[src/hdl/dts_defs.svh]
// constants for the training and set-point switch block: addresses, fields, resets, timing
`ifndef DTS_DEFS_SVH
`define DTS_DEFS_SVH

// ============================================================
// clock
`define DTS_CLK_MHZ            40

// ============================================================
// mode register addresses (6-bit command operand)
`define DTS_ADDR_LATENCY       6'h02
`define DTS_ADDR_CA_VREF       6'h0c
`define DTS_ADDR_SETPOINT      6'h0d
`define DTS_ADDR_MASK_LOW      6'h0f
`define DTS_ADDR_MASK_HIGH     6'h14
`define DTS_ADDR_PATTERN_FIRST 6'h20
`define DTS_ADDR_PATTERN_SECOND 6'h28

// ============================================================
// field positions
`define DTS_BIT_WL_MODE        7
`define DTS_BIT_OP_SELECT      7
`define DTS_BIT_WR_SELECT      6
`define DTS_BIT_VREF_CURRENT   3
`define DTS_BIT_VREF_RANGE     6

// ============================================================
// reset values
`define DTS_RST_PATTERN_FIRST  8'h5a
`define DTS_RST_PATTERN_SECOND 8'h3c
`define DTS_RST_MASK           8'h55
`define DTS_RST_VREF_SETTING   6'h0d
`define DTS_RST_VREF_RANGE     1'b0
`define DTS_RST_RL_CODE        3'h0

// ============================================================
// timing: times in ns, counts derived (all counts round down, floor of one)
`define DTS_AT_LEAST_ONE(x)    (((x) > 0) ? (x) : 1)
`define DTS_FC_SHORT_NS        200
`define DTS_FC_MIDDLE_NS       400
`define DTS_FC_LONG_NS         800
`define DTS_WL_FEEDBACK_NS     20
`define DTS_FC_SHORT_CYC       `DTS_AT_LEAST_ONE(`DTS_FC_SHORT_NS * `DTS_CLK_MHZ / 1000)
`define DTS_FC_MIDDLE_CYC      `DTS_AT_LEAST_ONE(`DTS_FC_MIDDLE_NS * `DTS_CLK_MHZ / 1000)
`define DTS_FC_LONG_CYC        `DTS_AT_LEAST_ONE(`DTS_FC_LONG_NS * `DTS_CLK_MHZ / 1000)
`define DTS_WL_FEEDBACK_CYC    `DTS_AT_LEAST_ONE(`DTS_WL_FEEDBACK_NS * `DTS_CLK_MHZ / 1000)
`define DTS_RL_BASE_CYC        6
`define DTS_RL_STEP_CYC        2
`define DTS_BURST_BITS         16

`endif

[src/hdl/dts_pkg.sv]
// types shared by the training and set-point switch block
package dts_pkg;

	// ============================================================
	// decoded command from the command/address bus
	typedef enum logic [2:0] {
		DTS_CMD_DESELECT,
		DTS_CMD_MODE_WRITE,
		DTS_CMD_READ_CAL,
		DTS_CMD_CAS_SECOND,
		DTS_CMD_ARRAY_READ,
		DTS_CMD_OTHER
	} dts_cmd_e;

	typedef struct packed {
		logic       valid;   // one-cycle strobe
		dts_cmd_e   kind;    // command type
		logic [5:0] addr;    // mode register address
		logic [7:0] data;    // operand
	} dts_cmd_s;

	// switch time class of the last set-point change
	typedef enum logic [1:0] {
		DTS_FC_NONE,
		DTS_FC_SHORT,
		DTS_FC_MIDDLE,
		DTS_FC_LONG
	} dts_fc_e;

	// one duplicated register set
	typedef struct packed {
		logic [5:0] vrefSetting;
		logic       vrefRange;
		logic [2:0] rlCode;
	} dts_setpoint_s;

	// state of the pin synchroniser
	typedef struct packed {
		logic s1;
		logic s2;
		logic s3;
		logic level;
	} dts_sync_s;

	// state of a countdown timer
	typedef struct packed {
		logic [11:0] count;
		logic        busy;
		logic        done;
	} dts_timer_s;

	// state of the top block
	typedef struct packed {
		dts_setpoint_s [1:0] sets;
		logic        opSel;
		logic        wrSel;
		logic        vrefFast;
		logic        wlMode;
		logic [7:0]  patFirst;
		logic [7:0]  patSecond;
		logic [7:0]  maskLow;
		logic [7:0]  maskHigh;
		logic        calArmed;
		logic [31:0] launch;
		logic        burstOn;
		logic [3:0]  burstBit;
		logic [1:0]  wlSample;
		logic [1:0]  wlValid;
		logic [1:0]  dqsPrev;
		dts_fc_e     fcClass;
		logic [15:0] dq;
		logic [1:0]  dqOe;
		logic [1:0]  dmi;
		logic [1:0]  dmiOe;
	} dts_top_s;

endpackage

[src/hdl/dts_delay_timer.sv]
// countdown timer: busy while counting, one-cycle done pulse at the end
`timescale 1ns/1ps
`default_nettype none
module dts_delay_timer (
	input  wire logic        core_clk,  // block clock
	input  wire logic        resetn,    // async reset, active low
	input  wire logic        start,     // load and start, restarts if busy
	input  wire logic [11:0] load,      // cycles to count, at least one
	output logic             busy,      // counting
	output logic             done       // pulse on expiry
);
	import dts_pkg::*;

	dts_timer_s st_reg;                 // all state
	dts_timer_s st_next;                // next state

	// ============================================================
	// next state
	always_comb begin
		st_next      = st_reg;
		st_next.done = 1'b0;
		if (start) begin
			// restart wins so a new window is never shortened
			st_next.count = load;
			st_next.busy  = 1'b1;
		end else if (st_reg.busy) begin
			if (st_reg.count <= 12'h001) begin
				st_next.busy  = 1'b0;
				st_next.done  = 1'b1;
				st_next.count = 12'h000;
			end else begin
				st_next.count = st_reg.count - 12'h001;
			end
		end
	end

	// ============================================================
	// registers
	always_ff @(posedge core_clk or negedge resetn) begin
		if (!resetn) begin
			st_reg <= '0;
		end else begin
			st_reg <= st_next;
		end
	end

	assign busy = st_reg.busy;
	assign done = st_reg.done;
endmodule // dts_delay_timer
`default_nettype wire

[src/hdl/dts_pin_sync.sv]
// three-stage pin synchroniser; the level moves once stages two and three agree
`timescale 1ns/1ps
`default_nettype none
module dts_pin_sync (
	input  wire logic core_clk,   // block clock
	input  wire logic resetn,     // async reset, active low
	input  wire logic pinIn,      // asynchronous pin
	output logic      levelOut    // filtered level
);
	import dts_pkg::*;

	dts_sync_s st_reg;            // all state
	dts_sync_s st_next;           // next state

	// ============================================================
	// next state: stage one feeds only stage two
	always_comb begin
		st_next    = st_reg;
		st_next.s1 = pinIn;
		st_next.s2 = st_reg.s1;
		st_next.s3 = st_reg.s2;
		// a glitch seen by only one stage never reaches the level
		if (st_reg.s2 == st_reg.s3) begin
			st_next.level = st_reg.s3;
		end
	end

	// ============================================================
	// registers
	always_ff @(posedge core_clk or negedge resetn) begin
		if (!resetn) begin
			st_reg <= '0;
		end else begin
			st_reg <= st_next;
		end
	end

	assign levelOut = st_reg.level;
endmodule // dts_pin_sync
`default_nettype wire

[src/hdl/dts_training_core.sv]
// device-side set-point switching, write leveling feedback and read calibration pattern
`timescale 1ns/1ps
`default_nettype none
`include "dts_defs.svh"

// How it works
// one vref step gives short, more middle
// range change always gives long switch time
// power-up on set 0, safe defaults
// controller trains alternate set first
// one write switches; wait the switch time
// controller rewrites stored values for third point
// leveling bit set enters, cleared exits
// in leveling only deselect or exit write; code takes any latency-register write
// strobe edge samples clock onto its byte
// byte lanes and channels level independently
// controller parks strobe, then waits before pulsing
// every edge overwrites; feedback after delay
// controller tunes delays, levels before write training
// clock may stop during leveling
// calibration plus CAS drives two-byte burst
// pattern and mask defaults 5a, 3c, 55
// mask bit inverts its own data pin
// mask pins get raw pattern, no inversion
// controller spaces reads and calibration reads
// controller drives CAS operands low
// accepted with banks open, refresh, clock enable high
// same latency as a normal read
// write select and operating select act independently
// controller sets fast vref current when switching
module dts_training_core (
	input  wire logic              core_clk,      // controller clock, 40 MHz
	input  wire logic              resetn,        // async reset, active low
	input  wire dts_pkg::dts_cmd_s cmd,           // decoded command, same clock
	input  wire logic              clkEnable,     // clock enable level, same clock
	input  wire logic              ckLevelPin,    // clock level seen at the strobe samplers
	input  wire logic [1:0]        dqsTruePin,    // true strobes, one per byte
	output logic [15:0]            dqOut,         // data pins
	output logic [1:0]             dqOe,          // data enable, one per byte
	output logic [1:0]             dmiOut,        // mask pins
	output logic [1:0]             dmiOe,         // mask enable, one per byte
	output logic                   opSetpoint,    // set in use
	output logic                   writeSetpoint, // set written by mode writes
	output logic                   vrefFastMode,  // reference current fast
	output logic                   switchBusy,    // switch time running
	output dts_pkg::dts_fc_e       switchClass,   // class of last switch
	output logic                   levelingActive // leveling mode on
);
	import dts_pkg::*;

	// ============================================================
	// declarations
	dts_top_s    st_reg;         // all state
	dts_top_s    st_next;        // next state
	logic [2:0]  pinRaw;         // raw {clock, strobe1, strobe0}
	logic [2:0]  pinLevel;       // synchronised {clock, strobe1, strobe0}
	logic        fcStart;        // start of switch time
	logic [11:0] fcLoad;         // its length in cycles
	logic        fcBusy;         // switch time running
	logic [1:0]  wlStart;        // strobe edge per byte
	logic [1:0]  wlDone;         // feedback delay over per byte
	logic        mrWrite;        // mode write taken
	logic        calStart;       // calibration burst requested now
	logic [4:0]  rlCycles;       // read latency of the operating set
	logic [15:0] burstWord;      // {second, first} pattern
	logic        burstBitVal;    // pattern bit of this cycle
	logic        launchNow;      // delayed start reached the pins

	// ============================================================
	// pin synchronisers: strobes and clock level come from outside
	assign pinRaw = {ckLevelPin, dqsTruePin};
	for (genvar gi = 0; gi < 3; gi++) begin : g_sync
		dts_pin_sync u_sync (
			.core_clk (core_clk),
			.resetn   (resetn),
			.pinIn    (pinRaw[gi]),
			.levelOut (pinLevel[gi])
		);
	end

	// ============================================================
	// switch time timer
	dts_delay_timer u_fc_timer (
		.core_clk (core_clk),
		.resetn   (resetn),
		.start    (fcStart),
		.load     (fcLoad),
		.busy     (fcBusy),
		.done     ()
	);

	// ============================================================
	// feedback delay, one timer per byte lane so lanes level alone
	for (genvar gb = 0; gb < 2; gb++) begin : g_wl
		dts_delay_timer u_wl_timer (
			.core_clk (core_clk),
			.resetn   (resetn),
			.start    (wlStart[gb]),
			.load     (12'(`DTS_WL_FEEDBACK_CYC)),
			.busy     (),
			.done     (wlDone[gb])
		);
	end

	// ============================================================
	// switch class from old and new CA reference of the two sets
	always_comb begin
		logic [5:0] oldV;
		logic [5:0] newV;
		logic [5:0] diff;
		oldV     = '0;
		newV     = '0;
		diff     = '0;
		fcStart  = 1'b0;
		fcLoad   = 12'h000;
		oldV     = st_reg.sets[st_reg.opSel].vrefSetting;
		newV     = st_reg.sets[~st_reg.opSel].vrefSetting;
		diff     = (oldV > newV) ? (oldV - newV) : (newV - oldV);
		// a switch is one write to the set-point register that flips the operating bit
		if (mrWrite && (cmd.addr == `DTS_ADDR_SETPOINT)
			&& (cmd.data[`DTS_BIT_OP_SELECT] != st_reg.opSel)) begin
			fcStart = 1'b1;
			if (st_reg.sets[0].vrefRange != st_reg.sets[1].vrefRange) begin
				fcLoad = 12'(`DTS_FC_LONG_CYC);
			end else if (diff <= 6'h01) begin
				fcLoad = 12'(`DTS_FC_SHORT_CYC);
			end else begin
				fcLoad = 12'(`DTS_FC_MIDDLE_CYC);
			end
		end
	end

	// ============================================================
	// command qualification and burst helpers
	always_comb begin
		// in leveling mode only writes to the latency register are honoured; other mode writes are dropped
		mrWrite = cmd.valid && (cmd.kind == DTS_CMD_MODE_WRITE)
			&& (!st_reg.wlMode || (cmd.addr == `DTS_ADDR_LATENCY));
		// bank state and refresh do not matter; only the armed calibration command, a live clock enable and leveling being off do
		calStart = cmd.valid && (cmd.kind == DTS_CMD_CAS_SECOND)
			&& st_reg.calArmed && clkEnable && !st_reg.wlMode;
		// same latency figure as a normal read of the operating set
		rlCycles = 5'(`DTS_RL_BASE_CYC)
			+ 5'(st_reg.sets[st_reg.opSel].rlCode) * 5'(`DTS_RL_STEP_CYC);
		burstWord   = {st_reg.patSecond, st_reg.patFirst};
		burstBitVal = burstWord[st_reg.burstBit];
		launchNow   = st_reg.launch[0];
		// strobe rising edge after filtering
		for (int b = 0; b < 2; b++) begin
			wlStart[b] = st_reg.wlMode && pinLevel[b] && !st_reg.dqsPrev[b];
		end
	end

	// ============================================================
	// next state
	always_comb begin
		logic [3:0] idx;  // burst bit driven in the coming cycle
		idx            = 4'h0;
		st_next        = st_reg;
		st_next.launch = {1'b0, st_reg.launch[31:1]};
		st_next.dqsPrev = pinLevel[1:0];

		// mode register writes
		if (mrWrite) begin
			if (cmd.addr == `DTS_ADDR_SETPOINT) begin
				// the two select bits are stored apart and never steer each other
				st_next.opSel    = cmd.data[`DTS_BIT_OP_SELECT];
				st_next.wrSel    = cmd.data[`DTS_BIT_WR_SELECT];
				st_next.vrefFast = cmd.data[`DTS_BIT_VREF_CURRENT];
				if (fcStart) begin
					st_next.fcClass = (fcLoad == 12'(`DTS_FC_LONG_CYC)) ? DTS_FC_LONG
						: (fcLoad == 12'(`DTS_FC_SHORT_CYC)) ? DTS_FC_SHORT : DTS_FC_MIDDLE;
				end
			end else if (cmd.addr == `DTS_ADDR_CA_VREF) begin
				// duplicated fields land in the set chosen for writing
				st_next.sets[st_reg.wrSel].vrefSetting = cmd.data[5:0];
				st_next.sets[st_reg.wrSel].vrefRange   = cmd.data[`DTS_BIT_VREF_RANGE];
			end else if (cmd.addr == `DTS_ADDR_LATENCY) begin
				st_next.sets[st_reg.wrSel].rlCode = cmd.data[2:0];
				st_next.wlMode = cmd.data[`DTS_BIT_WL_MODE];
				if (cmd.data[`DTS_BIT_WL_MODE] && !st_reg.wlMode) begin
					// data pins are undefined on entry; released until feedback
					st_next.wlValid = 2'b00;
				end
			end else if (cmd.addr == `DTS_ADDR_MASK_LOW) begin
				st_next.maskLow = cmd.data;
			end else if (cmd.addr == `DTS_ADDR_MASK_HIGH) begin
				st_next.maskHigh = cmd.data;
			end else if (cmd.addr == `DTS_ADDR_PATTERN_FIRST) begin
				st_next.patFirst = cmd.data;
			end else if (cmd.addr == `DTS_ADDR_PATTERN_SECOND) begin
				st_next.patSecond = cmd.data;
			end
		end

		// calibration command arms, the next command decides
		if (cmd.valid && (cmd.kind != DTS_CMD_DESELECT)) begin
			st_next.calArmed = (cmd.kind == DTS_CMD_READ_CAL);
		end

		// schedule the burst after read latency
		if (calStart) begin
			st_next.launch[rlCycles - 5'h01] = 1'b1;
		end

		// burst counter: sixteen pattern bits, one per clock
		if (launchNow) begin
			st_next.burstOn  = 1'b1;
			st_next.burstBit = 4'h0;
		end else if (st_reg.burstOn) begin
			if (st_reg.burstBit == 4'(`DTS_BURST_BITS - 1)) begin
				st_next.burstOn = 1'b0;
			end else begin
				st_next.burstBit = st_reg.burstBit + 4'h1;
			end
		end

		// leveling: each edge overwrites the held clock sample
		for (int b = 0; b < 2; b++) begin
			if (wlStart[b]) begin
				st_next.wlSample[b] = pinLevel[2];
			end
			if (wlDone[b]) begin
				st_next.wlValid[b] = 1'b1;
			end
		end
		if (!st_next.wlMode) begin
			st_next.wlValid = 2'b00;
		end

		// pin drivers
		st_next.dq    = '0;
		st_next.dqOe  = 2'b00;
		st_next.dmi   = 2'b00;
		st_next.dmiOe = 2'b00;
		if (st_reg.wlMode) begin
			// the clock sample of a lane goes on all eight data pins of that lane
			for (int b = 0; b < 2; b++) begin
				st_next.dq[b*8 +: 8] = {8{st_reg.wlSample[b]}};
				st_next.dqOe[b]      = st_reg.wlValid[b];
			end
		end else if (launchNow || (st_reg.burstOn
			&& (st_reg.burstBit != 4'(`DTS_BURST_BITS - 1)))) begin
			// the bit driven now is the one the counter points to next cycle
			idx = launchNow ? 4'h0 : (st_reg.burstBit + 4'h1);
			for (int p = 0; p < 8; p++) begin
				st_next.dq[p]     = burstWord[idx] ^ st_reg.maskLow[p];
				st_next.dq[p + 8] = burstWord[idx] ^ st_reg.maskHigh[p];
			end
			// mask pins get the raw pattern, no read inversion coding
			st_next.dmi   = {2{burstWord[idx]}};
			st_next.dqOe  = 2'b11;
			st_next.dmiOe = 2'b11;
		end
	end

	// ============================================================
	// registers; the whole device starts on set 0 with low-speed defaults
	always_ff @(posedge core_clk or negedge resetn) begin
		if (!resetn) begin
			st_reg                      <= '0;
			st_reg.sets[0].vrefSetting  <= `DTS_RST_VREF_SETTING;
			st_reg.sets[1].vrefSetting  <= `DTS_RST_VREF_SETTING;
			st_reg.sets[0].vrefRange    <= `DTS_RST_VREF_RANGE;
			st_reg.sets[1].vrefRange    <= `DTS_RST_VREF_RANGE;
			st_reg.sets[0].rlCode       <= `DTS_RST_RL_CODE;
			st_reg.sets[1].rlCode       <= `DTS_RST_RL_CODE;
			st_reg.patFirst             <= `DTS_RST_PATTERN_FIRST;
			st_reg.patSecond            <= `DTS_RST_PATTERN_SECOND;
			st_reg.maskLow              <= `DTS_RST_MASK;
			st_reg.maskHigh             <= `DTS_RST_MASK;
			st_reg.fcClass              <= DTS_FC_NONE;
		end else begin
			st_reg <= st_next;
		end
	end

	// ============================================================
	// outputs straight from the state register
	// a stopped clock in leveling simply freezes this state; the held
	// sample and pin drive stay put until edges resume
	assign dqOut          = st_reg.dq;
	assign dqOe           = st_reg.dqOe;
	assign dmiOut         = st_reg.dmi;
	assign dmiOe          = st_reg.dmiOe;
	assign opSetpoint     = st_reg.opSel;
	assign writeSetpoint  = st_reg.wrSel;
	assign vrefFastMode   = st_reg.vrefFast;
	assign switchClass    = st_reg.fcClass;
	assign levelingActive = st_reg.wlMode;

	// switch busy is the timer's own busy flop: high from the switch write for the switch time
	assign switchBusy     = fcBusy;
endmodule // dts_training_core
`default_nettype wire

[config.mk]
export PLATFORM = sky130hd
export DESIGN_NAME = dts_training_core
export DESIGN_NICKNAME = d
export VERILOG_FILES = /design/src/hdl/dts_pkg.sv /design/src/hdl/dts_delay_timer.sv /design/src/hdl/dts_pin_sync.sv /design/src/hdl/dts_training_core.sv
export VERILOG_INCLUDE_DIRS = /design/src /design/src/hdl
export SDC_FILE = /design/constraint.sdc
export NUM_CORES = 1
export LEC_CHECK = 0
export BUFFER_PORTS_ARGS = -buffer_cell sky130_fd_sc_hd__buf_2
export CORE_MARGIN = 2
export CORE_UTILIZATION = 40
export DETAILED_ROUTE_END_ITERATION = 12
export PLACE_DENSITY_LB_ADDON = 0.1
export SLEW_MARGIN = 10
export SYNTH_ARGS = -nofsm -noshare
export SYNTH_HDL_FRONTEND = slang
export SYNTH_SLANG_ARGS = --single-unit
[constraint.sdc]
create_clock -name core_clk -period 8.6 [get_ports core_clk]
set_clock_uncertainty 0.15 [all_clocks]
set_input_delay 0 -clock core_clk [delete_from_list [all_inputs] [get_ports core_clk]]
set_output_delay 0 -clock core_clk [all_outputs]
set_load 0.03 [all_outputs]
==> flow_metrics.tcl <==
set metrics [dict create \
    hold_viol_final 0 \
    die_w_um 147 \
    syn-instance-count 737 \
    finalSetupViolCount 0 \
    ant_nets 0 \
    peakVddDrop_mv 0.133 \
    placed_cells_incl_taps 1017 \
    cts_buffers 17 \
    dr_total_vias 5488 \
    cts_tree "yes" \
    slew_headroom_pct 27.1 \
    yosys.area.top_type "dfrtp_1" \
    drv_slew 0 \
    reg2reg_depth 11 \
    async_reset_ff_share_pct 100 \
    h-tree-depth 4 \
    final_cell_area_um2 9370 \
    synthDistinctLibCells 66 \
    yosysTopAreaCellShare_pct 46.8 \
    hp-start "cmd[9]" \
    die_area_um2 21600 \
    min_to "opSetpoint" \
    period_needed_ps 3900 \
    syn_nets 783 \
    cts_root_buf "clkbuf_16" \
    dp_hpwl_um 11500 \
    first_iter_violations 353 \
    hp-class "in2reg" \
    cp-start-kind "flop" \
    cts_num_sinks 175 \
    viasPerCell 5.13 \
    ys_top_cells_by_area "dfrtp_1, mux2_2, dfstp_2, o21ai_0, nor2_1" \
    portBuffers 52 \
    crit_path_frequent_cell "a21oi_1" \
    place_area_um2 8530 \
    grt_pass1_wl_um 28100 \
    arrival_ps 4060 \
    drc 0 \
    netlist_area_um2 8180 \
    end_kind "flop" \
    synth-seq-cells 175 \
    ys_seq_area_share_pct 53.9 \
    grt_pass1_vias 5515 \
    drive_gt1_share_pct 23.9 \
    fill_cells 1890 \
    clk_pin_slew_worst_paths_ps 70 \
    insertion_delay_ps 430 \
    outcome "finished clean" \
    rows 52 \
    area_delta_synth_final_pct 14.5 \
    start_util_pct 40.6 \
    die_y_um 147 \
    ff2ff_setup_slack_ps 4700 \
    synth_flop_cell "dfrtp_1" \
    r2r-end "switchClass[1]" \
    hold_depth 5 \
    required_ps 8760 \
    dr.pass1.iters 4 \
    min_period_over_period_pct 45.3 \
    power_density_nw_per_um2 261 \
    fin_nets 832 \
    cts_buffer_depth 2 \
    synth_edf_count 0 \
    largest_reg_flops 79 \
    overflow 0 \
    io_pins 53 \
    grt_max_degree 72 \
    tns_ps 0 \
    fmax_mhz 257 \
    post_cts.repair.setup_buffers 0 \
    maxCapViolations 0 \
    timing.rr.start "opSetpoint" \
    yosys_warnings 0 \
    core_area_um2 20200 \
    wire_per_inst_um 15.4 \
    gp_congestion 0.833 \
    antenna_found_initial 0 \
    wl_um 16500 \
    post_synth.cell_area_avg_um2 11.1 \
    crit_chain "mux2i_1 > inv_1 > fa_1 > a21o_1 > a21oi_1 > a21boi_0 > o211a_1 > a21oi_1 > a211oi_1 > nor3_1 > nor2_1" \
    grt_use_total_pct 16.3 \
    hold_ws_ps 22.4 \
    worst_path_max_delay_cell "dfrtp_1" \
    antennaDiodeCount 0 \
    fin_cells 1069 \
    p_leak_nw 4.52 \
    cp_max_fo 22 \
    worst_pin_slew_ps 1090 \
    rsz0062_at_grt "false" \
    critPathKind "reg2reg" \
    crit_path_max_incr_delay_ps 930 \
]
-- final cells by class --
class | count | area (um^2) | area share, %
inverter | 28 | 105 | 1.12
sequential | 175 | 4410 | 47.0
tap | 270 | 338 | 3.61
multi-input combinational | 490 | 3400 | 36.3
clock inverter | 14 | 180 | 1.92
clock buffer | 18 | 439 | 4.69
timing repair buffer | 74 | 499 | 5.33
-- repair_timing --
action | CTS | global route
hold buffers | 20 | 0
endpoints found under the hold margin | 113 | 0
setup endpoints to repair | 0 | 0
resized for setup | 0 | 0
-- where the power goes --
group / switching, W / internal [W]
logic: 0.000414 / 0.000231
registers: 0.0000723 / 0.000923
clock network: 0.000333 / 0.000470
total: 0.000819 / 0.00162
-- critical path, delay by kind of cell, from the launching register on --
family                   cells  cell delay, ps
AO/OA/AOI/OAI                6            1270
multiplexers                 1             430
flip-flops                   1             930
adder cells (fa/ha/maj)      1             490
buffers and inverters        1             140
AND/OR/NAND/NOR              2             360
-- worst max-delay path by stage --
stage                           from        endpoint  slack [ps]  cells after the start
after floorplan           opSetpoint  switchClass[1]        4710                     13
after global placement    opSetpoint  switchClass[1]        4840                     10
after detailed placement  opSetpoint  switchClass[1]        4710                     11
after CTS                 opSetpoint  switchClass[1]        4690                     11
after global routing      opSetpoint  switchClass[1]        4390                     11
final                     opSetpoint  switchClass[1]        4700                     11
-- cells in the final DEF (no fill, tap or decap), types with 4 or more instances in the layout --
cell / netlist / layout
a21o_1: 12 / 12
dlygate4sd3_1: 0 / 19
nand4_1: 5 / 5
mux2_2: 61 / 61
dfstp_2: 22 / 22
nand2_1: 45 / 45
nor3_1: 22 / 22
dfrtp_1: 153 / 153
xnor2_1: 5 / 5
nor3b_1: 4 / 4
mux2i_1: 14 / 14
nor2_1: 71 / 71
a21oi_1: 22 / 22
or2_2: 5 / 5
nor2b_1: 14 / 14
nand2b_1: 7 / 7
xor2_1: 21 / 21
buf_2: 0 / 51
nand3_1: 14 / 14
ha_1: 20 / 20
clkbuf_16: 0 / 17
o21ai_0: 55 / 55
o31ai_1: 10 / 10
or3_1: 4 / 4
o41ai_1: 6 / 6
o211ai_1: 5 / 5
a31o_2: 4 / 4
nor4_1: 5 / 5
a211oi_1: 4 / 4
inv_1: 28 / 28
-- per-stage QoR --
step	util [%]	total power, W	setup WS [ps]
global placement	42.3	0.00164	4840
finish	46.4	0.00244	4700
global route	46.4	0.00260	4390
CTS	46.4	0.00247	4690
detailed placement	42.3	0.00165	4710
floorplan	-	0.00156	4710
-- layer usage --
metal  wire length (um)  share of wire, %  track usage (%)  up-vias
li1                   -                 -                -     2672
met1               7840                47             21.8     2704
met2               7920                48             26.8       99
met3                513               3.1             4.10       13
met4                240               1.5             4.62        0
met5                  0                 0                0        -
-- cell usage after synthesis, types with 4 or more instances --
cell type	n
dfstp_2	22
a21o_1	12
xnor2_1	5
nand3_1	14
nand4_1	5
dfrtp_1	153
nand2b_1	7
o211ai_1	5
a21oi_1	22
nor4_1	5
mux2i_1	14
nor3b_1	4
clkbuf_1	15
a211oi_1	4
nand2_1	45
o21ai_0	55
o31ai_1	10
nor3_1	22
mux2_2	61
nor2_1	71
o41ai_1	6
xor2_1	21
inv_1	28
a31o_2	4
buf_4	26
ha_1	20
nor2b_1	14
or2_2	5
or3_1	4
-- kinds of logic after synthesis --
family	share of synthesized area (%)
xor+xnor	2.78
mux	10.1
fa+ha+maj	3.92
compound gates	11.6
flops	53.9
buf+inv	4.59
simple gates	13.2
Note: power is estimated with default switching activity, not from simulation.
